### config.mk
export PLATFORM = sky130hd
export DESIGN_NAME = pcm_clock_module
export DESIGN_NICKNAME = d
export VERILOG_FILES = /design/src/core/pcm_clock_module.v /design/src/core/pcm_lock_timer.v /design/src/core/pcm_clk_div.v
export VERILOG_INCLUDE_DIRS = /design/src /design/src/core
export SDC_FILE = /design/constraint.sdc
export NUM_CORES = 1
export LEC_CHECK = 0
export BUFFER_PORTS_ARGS = -buffer_cell sky130_fd_sc_hd__clkbuf_2
export CORE_MARGIN = 4
export CORE_UTILIZATION = 55
export DETAILED_ROUTE_END_ITERATION = 16
export GPL_ROUTABILITY_DRIVEN = 0
export HOLD_SLACK_MARGIN = 0.15
export PLACE_DENSITY = 0.8
export SLEW_MARGIN = 15
export SYNTH_ARGS = -nofsm -noshare
export SYNTH_HDL_FRONTEND = slang
export SYNTH_SLANG_ARGS = --single-unit
### constraint.sdc
create_clock -name sys_clk -period 2.8 [get_ports sys_clk]
set_clock_uncertainty 0.2 [all_clocks]
set_input_delay 0 -clock sys_clk [delete_from_list [all_inputs] [get_ports sys_clk]]
set_output_delay 0 -clock sys_clk [all_outputs]
set_load 0.02 [all_outputs]
### src/core/pcm_defines.vh
`ifndef PCM_DEFINES_VH
`define PCM_DEFINES_VH
// ------------------------------------------------------------
// register byte offsets (wishbone, one word each)
// ------------------------------------------------------------
`define PCM_ADR_CLKOUT 8'h10
`define PCM_ADR_STATE 8'h14
`define PCM_ADR_SRC 8'h18
`define PCM_ADR_RATIO 8'h1C
`define PCM_ADR_LOCKPRD 8'h20
`define PCM_ADR_RESET 8'h24
// ------------------------------------------------------------
// field positions
// ------------------------------------------------------------
`define PCM_ST_LOCK 0
`define PCM_ST_OFF 1
`define PCM_ST_DIV_LO 7
`define PCM_ST_DIV_HI 8
`define PCM_SRC_OSC2 0
`define PCM_SRC_OSC1OFF 1
`define PCM_SRC_OSC2OFF 2
`define PCM_SRC_XTALOFF 3
`define PCM_SRC_EXTOFF 4
`define PCM_SRC_WDOSC2 5
`define PCM_SRC_TMROSC2 6
`define PCM_SRC_EXTSEL 7
`define PCM_SRC_USEXTAL 8
`define PCM_CLKOUT_PINSEL 6
// ------------------------------------------------------------
// reset values and encodings
// ------------------------------------------------------------
`define PCM_RATIO_BYPASS 4'h0
`define PCM_RATIO_MAX 4'hC
`define PCM_DIV_DEF 2'h0
`define PCM_DIV_BY2 2'h2
`define PCM_DIV_BY1 2'h3
`define PCM_LOCK_DEF 16'h0FFF
`define PCM_SRC_DEF 9'h000
`define PCM_DBG_KEY 16'h00D6
`define PCM_MCLK_KEY 16'h00A5
`endif

### src/core/pcm_clock_module.v
// Design decisions made here: the Wishbone interface to the registers and the placing of the registers.
`timescale 1ns/1ps
`include "pcm_defines.vh"
module pcm_clock_module (
  // clock and reset
  input wire sys_clk,
  input wire resetn,
  // reset causes (levels from reset logic)
  input wire extResetReq,
  input wire wdResetReq,
  // oscillator ticks (async pins, synchronised here)
  input wire osc1Tick,
  input wire osc2Tick,
  input wire xtalTick,
  input wire gpio19In,
  input wire gpio38In,
  // wishbone slave
  input wire wb_cyc_i,
  input wire wb_stb_i,
  input wire wb_we_i,
  input wire [7:0] wb_adr_i,
  input wire [3:0] wb_sel_i,
  input wire [31:0] wb_dat_i,
  output reg [31:0] wb_dat_o,
  output reg wb_ack_o,
  // clock control outputs
  output reg sysClkEn,
  output reg wdClkEn,
  output reg timerClkEn,
  output reg pllPowerUp,
  output reg pllMultActive,
  output reg [3:0] pllMult,
  output reg osc1PowerUp,
  output reg osc2PowerUp,
  output reg xtalDriveEn,
  output reg lockAchieved
);
  // ------------------------------------------------------------
  // input synchronisers
  // ------------------------------------------------------------
  reg [4:0] syncA_r;
  reg [4:0] syncB_r;
  reg [4:0] prev_r;
  reg [1:0] rstSyncA_r;
  reg [1:0] rstSyncB_r;
  always @(posedge sys_clk) begin
    syncA_r <= {gpio38In, gpio19In, xtalTick, osc2Tick, osc1Tick};
    syncB_r <= syncA_r;
    prev_r <= syncB_r;
    rstSyncA_r <= {wdResetReq, extResetReq};
    rstSyncB_r <= rstSyncA_r;
  end
  wire [4:0] rise = syncB_r & ~prev_r;
  // pin reset, watchdog reset or resetn; resetn alone is a power-up clear
  wire cfgReset = !resetn || (|rstSyncB_r);
  // ------------------------------------------------------------
  // registers
  // ------------------------------------------------------------
  reg [3:0] pll_ratio_control_r;
  reg [1:0] cpu_clock_in_divider_select_r;
  reg pll_power_down_bit_r;
  reg [8:0] clock_source_control_r;
  reg external_input_pin_select_r;
  reg [15:0] lockPeriod_r;
  reg [15:0] lastReset_r;
  wire wbReq = wb_cyc_i && wb_stb_i && !wb_ack_o;
  wire wbWr = wbReq && wb_we_i;
  wire loLane = wb_sel_i[0];
  wire hiLane = wb_sel_i[1];
  wire ratioWr = wbWr && loLane && (wb_adr_i == `PCM_ADR_RATIO);
  wire lockNow;
  always @(posedge sys_clk) begin
    if (cfgReset) begin
      pll_ratio_control_r <= `PCM_RATIO_BYPASS;
      cpu_clock_in_divider_select_r <= `PCM_DIV_DEF;
      pll_power_down_bit_r <= 1'b0;
      lockPeriod_r <= `PCM_LOCK_DEF;
    end else if (wbWr) begin
      case (wb_adr_i)
        `PCM_ADR_RATIO: if (loLane) begin
          // ratios above twelve are not defined; keep the old one
          if (wb_dat_i[3:0] <= `PCM_RATIO_MAX)
            pll_ratio_control_r <= wb_dat_i[3:0];
        end
        `PCM_ADR_STATE: begin
          if (loLane)
            pll_power_down_bit_r <= wb_dat_i[`PCM_ST_OFF];
          if (loLane)
            cpu_clock_in_divider_select_r[0] <= wb_dat_i[`PCM_ST_DIV_LO];
          if (hiLane)
            cpu_clock_in_divider_select_r[1] <= wb_dat_i[`PCM_ST_DIV_HI];
        end
        `PCM_ADR_LOCKPRD: begin
          if (loLane) lockPeriod_r[7:0] <= wb_dat_i[7:0];
          if (hiLane) lockPeriod_r[15:8] <= wb_dat_i[15:8];
        end
        default: begin
        end
      endcase
    end
  end
  // source selection is cleared only by power-up clear
  always @(posedge sys_clk) begin
    if (!resetn) begin
      clock_source_control_r <= `PCM_SRC_DEF;
      external_input_pin_select_r <= 1'b0;
    end else if (wbWr) begin
      if (wb_adr_i == `PCM_ADR_SRC) begin
        if (loLane) clock_source_control_r[7:0] <= wb_dat_i[7:0];
        if (hiLane)
          clock_source_control_r[8] <= wb_dat_i[`PCM_SRC_USEXTAL];
      end
      if (wb_adr_i == `PCM_ADR_CLKOUT && loLane)
        external_input_pin_select_r <= wb_dat_i[`PCM_CLKOUT_PINSEL];
    end
  end
  // debugger and missing-clock resets: recorded, config untouched
  always @(posedge sys_clk) begin
    if (!resetn) lastReset_r <= 16'h0000;
    else if (wbWr && loLane && hiLane && wb_adr_i == `PCM_ADR_RESET &&
             (wb_dat_i[15:0] == `PCM_DBG_KEY ||
              wb_dat_i[15:0] == `PCM_MCLK_KEY))
      lastReset_r <= wb_dat_i[15:0];
  end
  // ------------------------------------------------------------
  // oscillator clock selection
  // ------------------------------------------------------------
  wire useOsc2 = clock_source_control_r[`PCM_SRC_OSC2];
  wire extGate = clock_source_control_r[`PCM_SRC_EXTOFF];
  wire useXtal = clock_source_control_r[`PCM_SRC_USEXTAL];
  wire extPinTick = external_input_pin_select_r ? rise[4] : rise[3];
  wire extTick = extPinTick & ~extGate;
  wire xtalOn = !clock_source_control_r[`PCM_SRC_XTALOFF];
  // crystal used when external input is gated off or unused
  wire extSrcTick = (useXtal || extGate) ?
                    (rise[2] & xtalOn) : extTick;
  wire osc1Sel = rise[0] & ~clock_source_control_r[`PCM_SRC_OSC1OFF];
  wire osc2Sel = rise[1] & ~clock_source_control_r[`PCM_SRC_OSC2OFF];
  wire intTick = useOsc2 ? osc2Sel : osc1Sel;
  wire extMode = clock_source_control_r[`PCM_SRC_EXTSEL];
  wire oscTick = extMode ? extSrcTick : intTick;
  wire wdTick = clock_source_control_r[`PCM_SRC_WDOSC2] ?
                osc2Sel : osc1Sel;
  wire tmrTick = clock_source_control_r[`PCM_SRC_TMROSC2] ?
                 osc2Sel : osc1Sel;
  // ------------------------------------------------------------
  // pll model and lock
  // ------------------------------------------------------------
  // vco modelled as ratio pulses per reference tick
  reg [3:0] vcoLeft_r;
  reg vcoTick_r;
  wire pllOn = !pll_power_down_bit_r;
  wire ratioNz = pll_ratio_control_r != `PCM_RATIO_BYPASS;
  always @(posedge sys_clk) begin
    if (!resetn) begin
      vcoLeft_r <= 4'h0;
      vcoTick_r <= 1'b0;
    end else if (oscTick && pllOn && ratioNz) begin
      vcoLeft_r <= pll_ratio_control_r - 4'h1;
      vcoTick_r <= 1'b1;
    end else if (vcoLeft_r != 4'h0) begin
      vcoLeft_r <= vcoLeft_r - 4'h1;
      vcoTick_r <= 1'b1;
    end else begin
      vcoTick_r <= 1'b0;
    end
  end
  pcm_lock_timer u_lock (
    .sys_clk(sys_clk),
    .resetn(!cfgReset),
    .restart(ratioWr),
    .tick(oscTick),
    .period(lockPeriod_r),
    .locked(lockNow)
  );
  // multiplied path only when enabled, nonzero and locked
  wire multUse = pllOn && ratioNz && lockNow;
  wire srcTick = multUse ? vcoTick_r : oscTick;
  // ------------------------------------------------------------
  // cpu clock divider
  // ------------------------------------------------------------
  reg [3:0] divRatio;
  always @* begin
    case (cpu_clock_in_divider_select_r)
      `PCM_DIV_BY2: divRatio = 4'h2;
      `PCM_DIV_BY1: divRatio = 4'h1;
      default: divRatio = 4'h4;
    endcase
  end
  wire cpuPulse;
  pcm_clk_div u_div (
    .sys_clk(sys_clk),
    .resetn(!cfgReset),
    .tick(srcTick),
    .ratio(divRatio),
    .pulse(cpuPulse)
  );
  // ------------------------------------------------------------
  // registered outputs
  // ------------------------------------------------------------
  always @(posedge sys_clk) begin
    if (!resetn) begin
      sysClkEn <= 1'b0;
      wdClkEn <= 1'b0;
      timerClkEn <= 1'b0;
      pllPowerUp <= 1'b1;
      pllMultActive <= 1'b0;
      pllMult <= `PCM_RATIO_BYPASS;
      osc1PowerUp <= 1'b1;
      osc2PowerUp <= 1'b1;
      xtalDriveEn <= 1'b0;
      lockAchieved <= 1'b0;
    end else begin
      sysClkEn <= cpuPulse;
      wdClkEn <= wdTick;
      timerClkEn <= tmrTick;
      pllPowerUp <= pllOn;
      pllMultActive <= multUse;
      pllMult <= pll_ratio_control_r;
      osc1PowerUp <= !clock_source_control_r[`PCM_SRC_OSC1OFF];
      osc2PowerUp <= !clock_source_control_r[`PCM_SRC_OSC2OFF];
      xtalDriveEn <= xtalOn && extMode && (useXtal || extGate);
      lockAchieved <= lockNow;
    end
  end
  // ------------------------------------------------------------
  // wishbone read and ack
  // ------------------------------------------------------------
  reg [31:0] rdData;
  always @* begin
    rdData = 32'h0000_0000;
    case (wb_adr_i)
      `PCM_ADR_RATIO: rdData[3:0] = pll_ratio_control_r;
      `PCM_ADR_STATE: begin
        rdData[`PCM_ST_LOCK] = lockNow;
        rdData[`PCM_ST_OFF] = pll_power_down_bit_r;
        rdData[`PCM_ST_DIV_HI:`PCM_ST_DIV_LO] = cpu_clock_in_divider_select_r;
      end
      `PCM_ADR_SRC: rdData[8:0] = clock_source_control_r;
      `PCM_ADR_CLKOUT:
        rdData[`PCM_CLKOUT_PINSEL] = external_input_pin_select_r;
      `PCM_ADR_LOCKPRD: rdData[15:0] = lockPeriod_r;
      `PCM_ADR_RESET: rdData[15:0] = lastReset_r;
      default: rdData = 32'h0000_0000;
    endcase
  end
  always @(posedge sys_clk) begin
    if (!resetn) begin
      wb_ack_o <= 1'b0;
      wb_dat_o <= 32'h0000_0000;
    end else begin
      wb_ack_o <= wbReq;
      if (wbReq && !wb_we_i) wb_dat_o <= rdData;
    end
  end
endmodule // pcm_clock_module

### src/core/pcm_lock_timer.v
`timescale 1ns/1ps
// lock counter: counts reference ticks after a ratio write
module pcm_lock_timer (
  // clock and reset
  input wire sys_clk,
  input wire resetn,
  // control
  input wire restart,
  input wire tick,
  input wire [15:0] period,
  // status
  output reg locked
);
  reg [15:0] count_r;
  // no lock until a ratio write arms the count; flag stays low after reset
  reg armed_r;
  always @(posedge sys_clk) begin
    if (!resetn) begin
      count_r <= 16'h0000;
      armed_r <= 1'b0;
      locked <= 1'b0;
    end else if (restart) begin
      count_r <= period;
      armed_r <= 1'b1;
      locked <= 1'b0;
    end else if (tick && armed_r && !locked) begin
      if (count_r == 16'h0000) locked <= 1'b1;
      else count_r <= count_r - 16'h0001;
    end
  end
endmodule // pcm_lock_timer

### src/core/pcm_clk_div.v
`timescale 1ns/1ps
// enable divider: pulse once every 'ratio' tick inputs
module pcm_clk_div (
  // clock and reset
  input wire sys_clk,
  input wire resetn,
  // control
  input wire tick,
  input wire [3:0] ratio,
  // output enable pulse
  output reg pulse
);
  reg [3:0] cnt_r;
  always @(posedge sys_clk) begin
    if (!resetn) begin
      cnt_r <= 4'h0;
      pulse <= 1'b0;
    end else begin
      pulse <= 1'b0;
      if (tick) begin
        if (cnt_r + 4'h1 >= ratio) begin
          cnt_r <= 4'h0;
          pulse <= 1'b1;
        end else begin
          cnt_r <= cnt_r + 4'h1;
        end
      end
    end
  end
endmodule // pcm_clk_div

==> results of run 1 <==
## critical path, stage by stage (launching register included)
cell           delay (ps)
dfxtp_1               300
and3b_1               360
and3_2                380
nand3_1               150
dlygate4sd3_1         600
nand3_1                90
dlygate4sd3_1         580
## power by group
group	leakage [nW]	switching, mW	internal, mW
clock	0.307	0.852	1.56
combinational	1.56	0.212	0.169
sequential	1.03	0.0282	1.85
## cells in the mapped netlist, drive strengths merged, types with 3 or more instances
cell,instances,area share
or3b,4,0.0068
a311oi,3,0.0063
nand3,47,0.046
nand2,58,0.042
a211oi,11,0.016
a31oi,4,0.0049
or3,3,0.0036
clkbuf,27,0.020
o21ai,22,0.021
nand2b,3,0.0036
a22oi,13,0.019
o211a,3,0.0058
dfxtp,126,0.49
or4,4,0.0058
and2,22,0.027
xor2,14,0.024
buf,21,0.029
a21oi,33,0.032
nor3b,4,0.0058
ha,7,0.017
mux2i,21,0.042
inv,5,0.0036
nand4,5,0.0061
nor2,54,0.039
nor2b,4,0.0049
nor3,13,0.014
o211ai,3,0.0044
and3,5,0.0061
nor4,4,0.0049
## worst paths after layout
| kind | end | slack, ps | cells after the start |
|---|---|---|---|
| min reg2reg | prev_r[4]$_DFF_P_ | 160 | 0 |
| max reg2reg | lockPeriod_r[9]$_SDFFE_PP1P_ | 60 | 6 |
| max | lockPeriod_r[9]$_SDFFE_PP1P_ | 60 | 6 |
| min | prev_r[4]$_DFF_P_ | 160 | 0 |
## area by class of cell
type                    count  area [µm²]
multi-input cells         408        2449
fillers                   480        2072
clock inverters            13       214.0
well taps                 111       138.9
clock buffers              18       427.9
repair buffers            171        1350
inverters                   6       22.52
flip-flops and latches    126        2522
## sequential cells by signal, summed over array words and instances, names as in the netlist, 4 cells and up
name and cells:
syncA_r 5, wb_dat_o 16, u_div.cnt_r 4, prev_r 5
syncB_r 5, clock_source_control_r 9, vcoLeft_r 4, pll_ratio_control_r 4
u_lock.count_r 16, lastReset_r 16, pllMult 4, lockPeriod_r 16
## layer usage
metal | wire length, µm | up-vias
li1 | - | 2314
met1 | 6228 | 2565
met2 | 8893 | 487
met3 | 1869 | 155
met4 | 1355 | 0
met5 | 0 | -
## kinds of logic (layout without fill, tap and decap cells)
kind of cell               count (synthesis)  count (layout)
adders and majority gates                  7               7
muxes                                     22              22
AOI/OAI and AO/OA                        106             106
xor gates and xnor gates                  16              16
and+or+nand+nor                          241             241
DFF                                      126             126
buffers and inverters                     54             208
other                                      1              16
## repair_timing
| action | 4_1_cts | 5_1_grt |
|---|---|---|
| setup endpoints to repair | 0 | 27 |
| setup buffers | 0 | 0 |
| hold buffers | 86 | 4 |
| resized for setup | 0 | 13 |
| hold endpoints to repair | 103 | 9 |
## metrics by stage
| stage | power, mW | hold slack [ps] | instance area [µm²] |
|---|---|---|---|
| 2_1_floorplan | 2.106 | -172.3 | 5205 |
| 3_3_place_gp | 2.170 | -97.42 | 5543 |
| 3_5_place_dp | 2.185 | -96.08 | 5543 |
| 4_1_cts | 4.601 | 151.2 | 7046 |
| 5_1_grt | 4.766 | 153.1 | 7124 |
| 6_report | 4.670 | 162.6 | 7124 |
==> run_results.csv, run 1 <==
group,metric,value,unit
cells_and_area,area.growth.synth_to_final,38.37,%
routing,drtIter0Drc,642,
global_routing,met2_usage,0.5527,
clock_tree,clockBufferDepth,2,
routing,vias,5521,
place,dp_cells,732,
routing,first_pass_iters,5,
timing,fin_ws,61.06,ps
cells_and_area,final_cell_mix,"dfxtp_1 (126), dlygate4sd3_1 (88), clkbuf_2 (67)",
synth,synthSimpleGateAreaFrac,0.2340,
clock_tree,clk_latency,520,ps
timing,fmax,365.1,MHz
cells_and_area,nets,793,
cells_and_area,drive_gt1_frac,0.1752,
floorplan,die_w,104.8,µm
critical_path,required,3050,ps
synth,synth_compound_area_frac,0.1346,
critical_path,crit_type,"reg2reg",
critical_path,worstPathArrival,2990,ps
routing,post_drt_wl_per_cell,21.51,µm
routing,viasPerCell,6.472,
synth,synth_edf_count,0,
floorplan,die_y,104.8,µm
global_routing,antenna_found_initial,0,
floorplan,core-area,9196,µm²
run,drv_cap,0,
timing,min_period_over_period,0.9782,
outcome,status,"finished, final reports clean",
place,io_buffers,67,
timing,maxSlewHeadroom,0.5953,
global_routing,grt_pass1_wl,28.33,mm
routing,drt_wl_total,18.35,mm
critical_path,critPathMaxFanout,11,
power,power_density,655.5,nW/µm²
synth,syn_area_per_cell,8.985,µm²
critical_path,crit_path_start,"wb_ack_o$_SDFF_PN0_",
synth,netlist_area,5149,µm²
cells_and_area,antenna_cells,0,
clock_tree,cts.sinks,126,
floorplan,die_area,10970,µm²
critical_path,endpoint_kind,"flip-flop",
routing,drc,0,
min_path,hp-class,"reg2reg",
power,peakVddDrop,0.0005190,V
synth,synth_top_family_by_area,"simple AND/OR/NAND/NOR gates",
synth,synth_mux_area_frac,0.04374,
power,leakagePower,2.894,nW
timing,slew_viol_final,0,
clock_tree,clk_pin_slew,60,ps
floorplan,row_count,35,
synth,ys_ff_latch,126,
global_routing,grtUsageMet3,0.07597,
cells_and_area,layout.cells.non_filler,853,
synth,yosysUniqueCellTypes,57,
synth,syn_inst,573,
min_path,hold_start,"syncB_r[4]$_DFF_P_",
clock_tree,cts_buffers,17,
global_routing,grt_most_used_layer,"met2",
synth,synthAdderAreaFrac,0.01701,
clock_tree,cts_tree,"yes",
synth,ys_warn_count,0,
synth,async_flop_share,0,
floorplan,initial_core_util,0.5599,
floorplan,ios,102,
timing,worst_pin_slew,607.1,ps
timing,setup_viol,0,
clock_tree,root_buffer,"clkbuf_8",
clock_tree,htreeDepth,4,
routing,final_antenna_net_count,0,
synth,synthFlopType,"dfxtp_1",
critical_path,start_kind,"flip-flop",
place,place_ws,261.7,ps
cells_and_area,fin_util,0.7747,
critical_path,r2r_start,"wb_ack_o$_SDFF_PN0_",
timing,tns,0,ps
global_routing,grt-ovfl-total,0,
cells_and_area,final_common_cell,"dfxtp_1",
global_routing,grt_pass1_vias,5436,
timing,period_needed,2739,ps
global_routing,grt_usage,0.3251,
global_routing,grt_max_degree,35,
place,dpl.hpwl,8.790,mm
global_routing,met1_usage,0.3626,
synth,yosysSeqAreaShare,0.4899,
synth,synth_xor_area_frac,0.02722,
timing,hold_violations,0,
No activity file was read; power rests on OpenSTA's default activity.
==> run 2, diff against run 1 <==
- clock period: 2.8 -> 3.1 ns (I/O delays scaled with it)
==> run 2 against run 1 <==
Clock power shrank 18%. Hold slack lost 21 ps. First-iteration DRC count shrank 11%. Clock-buffer cell count shrank 1. Largest cell class unchanged.
==> run_results.csv, run 2 (synthesis results as in run 1) <==
group,metric,value,unit
outcome,status,"finished, final reports clean",
power,p_seq_frac,0.421,
critical_path,ff2ff_path_depth,7,
routing,post_drt_wl_per_cell,20.31,µm
power,peakVddDrop,0.0004679,V
routing,vias,5418,
floorplan,die_w,104.8,µm
timing,worst_pin_slew,870.5,ps
floorplan,initial_core_util,0.5599,
clock_tree,cts_tree,"yes",
cells_and_area,final_cell_mix,"dfxtp_1 (126), dlygate4sd3_1 (98), clkbuf_2 (67)",
power,power_density,565.9,nW/µm²
clock_tree,htreeDepth,4,
timing,tns,0,ps
floorplan,die_y,104.8,µm
place,dpl.hpwl,8.880,mm
cells_and_area,final_common_cell,"dfxtp_1",
timing,slew_viol_final,0,
routing,drc,0,
cells_and_area,nets,799,
routing,wl_met3,1.803,mm
cells_and_area,layout.cells.non_filler,861,
floorplan,row_count,35,
global_routing,grt_pass1_vias,5336,
routing,drtIter0Drc,572,
place,io_buffers,67,
cells_and_area,nFillCells,504,
timing,setup_viol,0,
routing,first_pass_iters,6,
run,drv_cap,0,
timing,whs,141.5,ps
power,comb_power_share,0.086,
timing,hold_violations,0,
critical_path,start_kind,"flip-flop",
critical_path,crit_type,"reg2reg",
power,p_switching,1.032,mW
global_routing,grt-ovfl-total,0,
clock_tree,clk_pin_slew,60,ps
clock_tree,clockBufferDepth,2,
clock_tree,cts.sinks,126,
global_routing,antenna_found_initial,0,
routing,drt_wl_total,17.48,mm
timing,fmax,326.4,MHz
clock_tree,root_buffer,"clkbuf_8",
floorplan,ios,102,
global_routing,grt_pass1_wl,28.00,mm
critical_path,worstPathArrival,3330,ps
timing,period_needed,3063,ps
routing,m1WireLength,6.111,mm
cells_and_area,multi_input_area,2421,µm²
clock_tree,clk_latency,530,ps
routing,final_antenna_net_count,0,
power,intPower,2.989,mW
place,place_ws,493.9,ps
routing,met2_length,8.343,mm
global_routing,grt_max_degree,35,
timing,maxSlewHeadroom,0.4175,
routing,top_layer_used,"met4",
global_routing,grt_usage,0.3226,
floorplan,core-area,9196,µm²
cells_and_area,area.growth.synth_to_final,38.01,%
cells_and_area,drive_gt1_frac,0.1629,
power,power.total,4.021,mW
routing,viasPerCell,6.293,
critical_path,critPathMaxFanout,9,
power,clockPowerShare,0.493,
timing,min_period_over_period,0.9882,
floorplan,die_area,10970,µm²
critical_path,required,3370,ps
min_path,holdPathStages,5,
min_path,hp-class,"in2reg",
clock_tree,cts_buffers,17,
cells_and_area,regArea,2522,µm²
timing,fin_ws,36.53,ps
power,switching_share,0.2566,
power,leakagePower,2.890,nW
critical_path,endpoint_kind,"flip-flop",
place,dp_cells,729,
## run 2: cell count changes in the layout (fill, tap and decap cells not counted), sizes merged
cell and change:
diode +1, buf -3, inv +6, clkinv -2, clkbuf -1, dlygate4sd3 +10, dlymetal6s4s -1, bufinv -3
clkinvlp +1
## run 2: repair_timing
item | 4_1_cts | 5_1_grt
gates resized for setup | 0 | 3
setup buffers | 0 | 0
hold endpoints to repair | 110 | 0
setup endpoints to repair | 0 | 7
hold buffers | 99 | 0
## run 2: routing by layer
layer / vias up / GRT usage
li1: 2325 / -
met1: 2502 / 0.3628
met2: 456 / 0.5376
met3: 135 / 0.09080
met4: 0 / 0.2024
met5: - / 0
## run 2: metrics by stage
| stage | instance area, µm² | utilization |
|---|---|---|
| 2_1_floorplan | 5205 | - |
| 3_3_place_gp | 5520 | 0.6003 |
| 3_5_place_dp | 5520 | 0.6003 |
| 4_1_cts | 7098 | 0.7718 |
| 5_1_grt | 7103 | 0.7724 |
| 6_report | 7106 | 0.7727 |
## run 2: path summary, 6_finish.rpt
check / end / slack, ps / start
max reg2reg: lockPeriod_r[2]$_SDFFE_PP1P_ / 40 / wb_ack_o$_SDFF_PN0_
min reg2reg: prev_r[0]$_DFF_P_ / 160 / syncB_r[0]$_DFF_P_
min: wb_dat_o[9]$_SDFFE_PN0P_ / 140 / wb_adr_i[3]
max: lockPeriod_r[2]$_SDFFE_PP1P_ / 40 / wb_ack_o$_SDFF_PN0_
## run 2: cell type report
type                            instances  area share
Clock inverter                         15     0.02430
Tap cell                              111     0.01955
Clock buffer                           17     0.05828
Multi-Input combinational cell        408      0.3407
Timing Repair Buffer                  177      0.1986
Sequential cell                       126      0.3550
Antenna cell                            1   0.0003522
Inverter                                6    0.003170
## run 2: power groups by stage
stage,combinational [mW],clock (mW),sequential [mW]
floorplan,0.167,0,1.74
global placement,0.234,0,1.72
detailed placement,0.256,0,1.73
CTS,0.326,1.96,1.69
global route,0.371,2.05,1.70
finish,0.345,1.98,1.69
## run 2: worst max-delay path, stage by stage, from the launching register on
cell,delay (ps)
dfxtp_1,310
and3b_1,330
and3_2,390
and2_1,380
nand2_1,120
dlygate4sd3_1,590
nand3_1,110
dlygate4sd3_1,570
==> run 3, diff against run 2 <==
- ABC_AREA: default -> 1
- PLACE_DENSITY: 0.8 -> 0.79
==> run 3 against run 2 <==
The flow now finishes with violations (negative setup slack). Fmax shrank 1.9%. Non-clock buffer count fell by 4. Register-to-register slack got worse by 60 ps. Via count increased by 12%. First-iteration DRC count grew 45%. Synthesized cell count up 29%. Setup slack got worse by 60 ps. Critical path depth is 3 higher. Utilization fell by 1.5 points. Critical endpoint is now lockPeriod_r[10]$_SDFFE_PP1P_.
==> run_results.csv, run 3 <==
group,metric,value,unit
outcome,status,"complete, but fails checks",
outcome,violations,"negative setup slack",
synth,syn_area_per_cell,7.509,µm²
routing,drtIter0Drc,827,
floorplan,ios,102,
floorplan,initial_core_util,0.5659,
critical_path,crit_end,"lockPeriod_r[10]$_SDFFE_PP1P_",
synth,yosysUniqueCellTypes,45,
critical_path,cpPeakStageDelay,650,ps
timing,period_needed,3124,ps
routing,top_layer_used,"met4",
synth,synthAdderAreaFrac,0.01576,
timing,hold_violations,0,
synth,ys_ff_latch,126,
routing,wl_met3,2.257,mm
critical_path,crit_slowest_cell,"dlygate4sd3_1",
timing,worst_pin_slew,783.9,ps
clock_tree,clk_pin_slew,70,ps
critical_path,path_buf_inv,4,
synth,async_flop_share,0,
global_routing,grt_pass1_wl,29.05,mm
cells_and_area,fin_util,0.7573,
power,power_density,507.3,nW/µm²
place,io_buffers,67,
synth,synth_compound_area_frac,0.1545,
floorplan,core-area,9819,µm²
clock_tree,cts_buffers,17,
clock_tree,cts.sinks,126,
synth,yosys-top-cells-count,"nand2_1 (156), dfxtp_1 (126), inv_1 (80)",
timing,whs,154.9,ps
power,clockPowerShare,0.471,
cells_and_area,area.growth.synth_to_final,33.82,%
timing,setup_viol,1,
clock_tree,clockBufferDepth,2,
timing,min_period_over_period,1.008,
critical_path,r2r_end,"lockPeriod_r[10]$_SDFFE_PP1P_",
power,comb_power_share,0.084,
synth,synth_xor_area_frac,0.01891,
critical_path,ff2ff_path_depth,10,
cells_and_area,final_common_cell,"nand2_1",
routing,first_pass_iters,7,
floorplan,die_w,108.5,µm
synth,synth_top_area_share,0.4540,
synth,synth.most_common_cell,"nand2_1",
cells_and_area,final_cell_mix,"nand2_1 (156), dfxtp_1 (126), dlygate4sd3_1 (96)",
routing,drc,0,
routing,drt_wl_total,18.53,mm
critical_path,critPathMaxFanout,6,
global_routing,grt_usage,0.3183,
synth,synth_top_family_by_area,"simple AND/OR/NAND/NOR gates",
global_routing,grt-ovfl-total,0,
synth,ys_warn_count,0,
clock_tree,cts_tree,"yes",
floorplan,row_count,36,
global_routing,grt_pass1_vias,5913,
floorplan,die_y,108.5,µm
run,drv_cap,0,
routing,viasPerCell,5.781,
power,p_switching,0.9891,mW
critical_path,required,3350,ps
clock_tree,clk_latency,520,ps
synth,yosysSeqAreaShare,0.4540,
critical_path,crit_type,"reg2reg",
critical_path,r2r_slack,-20,ps
timing,fin_ws,-23.53,ps
place,dpl.hpwl,9.579,mm
synth,synthFlopType,"dfxtp_1",
floorplan,die_area,11780,µm²
routing,final_antenna_net_count,0,
min_path,hp-class,"reg2reg",
routing,post_drt_wl_per_cell,17.59,µm
power,intPower,2.783,mW
global_routing,grt_max_degree,40,
synth,synthSimpleGateAreaFrac,0.2493,
critical_path,worstPathArrival,3380,ps
power,p_seq_frac,0.445,
global_routing,antenna_found_initial,1,
routing,vias,6087,
cells_and_area,nets,970,
critical_path,cpLargestDelayFamily,"buffers and inverters",
synth,yosys-top-cells-area,"dfxtp_1 (45%), nand2_1 (11%), inv_1 (5.4%), nor2_1 (5.3%), o21ai_0 (5.1%)",
critical_path,r2r_start,"wb_ack_o$_SDFF_PN0_",
power,peakVddDrop,0.0004140,V
power,leakagePower,3.506,nW
timing,maxSlewHeadroom,0.4745,
timing,fmax,320.2,MHz
synth,synth_edf_count,0,
synth,yosysTopAreaCell,"dfxtp_1",
synth,synth_mux_area_frac,0,
power,switching_share,0.2622,
min_path,holdPathStages,0,
critical_path,endpoint_kind,"flip-flop",
routing,met2_length,8.601,mm
timing,slew_viol_final,0,
clock_tree,root_buffer,"clkbuf_8",
routing,m1WireLength,6.396,mm
synth,syn_inst,740,
cells_and_area,drive_gt1_frac,0.1643,
clock_tree,htreeDepth,4,
critical_path,path_depth,10,
critical_path,crit_path_start,"wb_ack_o$_SDFF_PN0_",
synth,netlist_area,5557,µm²
critical_path,start_kind,"flip-flop",
critical_path,cp_cell_sequence,"nor2_2, nand2_1, nor2_2, inv_1, nor2_4, buf_4, nand2_1, dlygate4sd3_1, o211ai_1, dlygate4sd3_1",
==> run 3: power groups by stage <==
stage	Combinational (mW)	Sequential (mW)	Clock, mW
after global routing	0.341	1.68	1.86
after detailed placement	0.229	1.71	0
final	0.316	1.68	1.78
after CTS	0.296	1.68	1.76
after global placement	0.213	1.71	0
after floorplan	0.159	1.72	0
==> run 3: metrics by stage <==
stage / instances / area [µm²] / setup TNS [ps] / worst slack [ps] / power [mW]
detailed placement: 919 / 5892 / 0 / 958.5 / 1.940
CTS: 1047 / 7388 / 0 / 35.23 / 3.733
global placement: 919 / 5892 / 0 / 1000 / 1.922
global route: 1053 / 7436 / -54.93 / -28.50 / 3.879
finish: 1053 / 7436 / -23.53 / -23.53 / 3.772
floorplan: 755 / 5613 / 0 / 1342 / 1.875
==> run 3: routing by layer <==
layer,global-route usage,vias to the layer above
met5,0,-
met4,0.1885,0
met2,0.5318,532
li1,-,2695
met1,0.3574,2712
met3,0.09612,148
==> run 3: worst min path at each step <==
| stage | startpoint | to |
|---|---|---|
| 2_1_floorplan | extResetReq | rstSyncA_r[0]$_DFF_P_ |
| 3_3_place_gp | osc1Tick | syncA_r[0]$_DFF_P_ |
| 3_5_place_dp | wdResetReq | rstSyncA_r[1]$_DFF_P_ |
| 4_1_cts | wb_dat_i[3] | lockPeriod_r[3]$_SDFFE_PP1P_ |
| 5_1_grt | syncB_r[0]$_DFF_P_ | prev_r[0]$_DFF_P_ |
| 6_report | syncB_r[3]$_DFF_P_ | prev_r[3]$_DFF_P_ |
==> run 3: cells by family after synthesis <==
logic type / count (synthesis)
buffers and inverters: 131
AND/OR/NAND/NOR: 317
adder cells (fa/ha/maj): 7
XOR/XNOR: 12
flip-flops: 126
other: 1
AO/OA/AOI/OAI: 146
==> run 3: cell type report <==
class / instances / area, µm²
Antenna cell: 1 / 2.502
Fill cell: 635 / 2384
Multi-Input combinational cell: 498 / 2504
Tap cell: 133 / 166.4
Clock buffer: 17 / 414.1
Inverter: 91 / 344.1
Sequential cell: 126 / 2522
Timing Repair Buffer: 173 / 1371
Clock inverter: 14 / 111.4
==> run 3: timing repair <==
item / in CTS / in global routing
hold buffers: 97 / 1
setup endpoints to repair: 0 / 16
hold endpoints to repair: 98 / 2
setup buffers: 0 / 6
gates resized for setup: 0 / 4
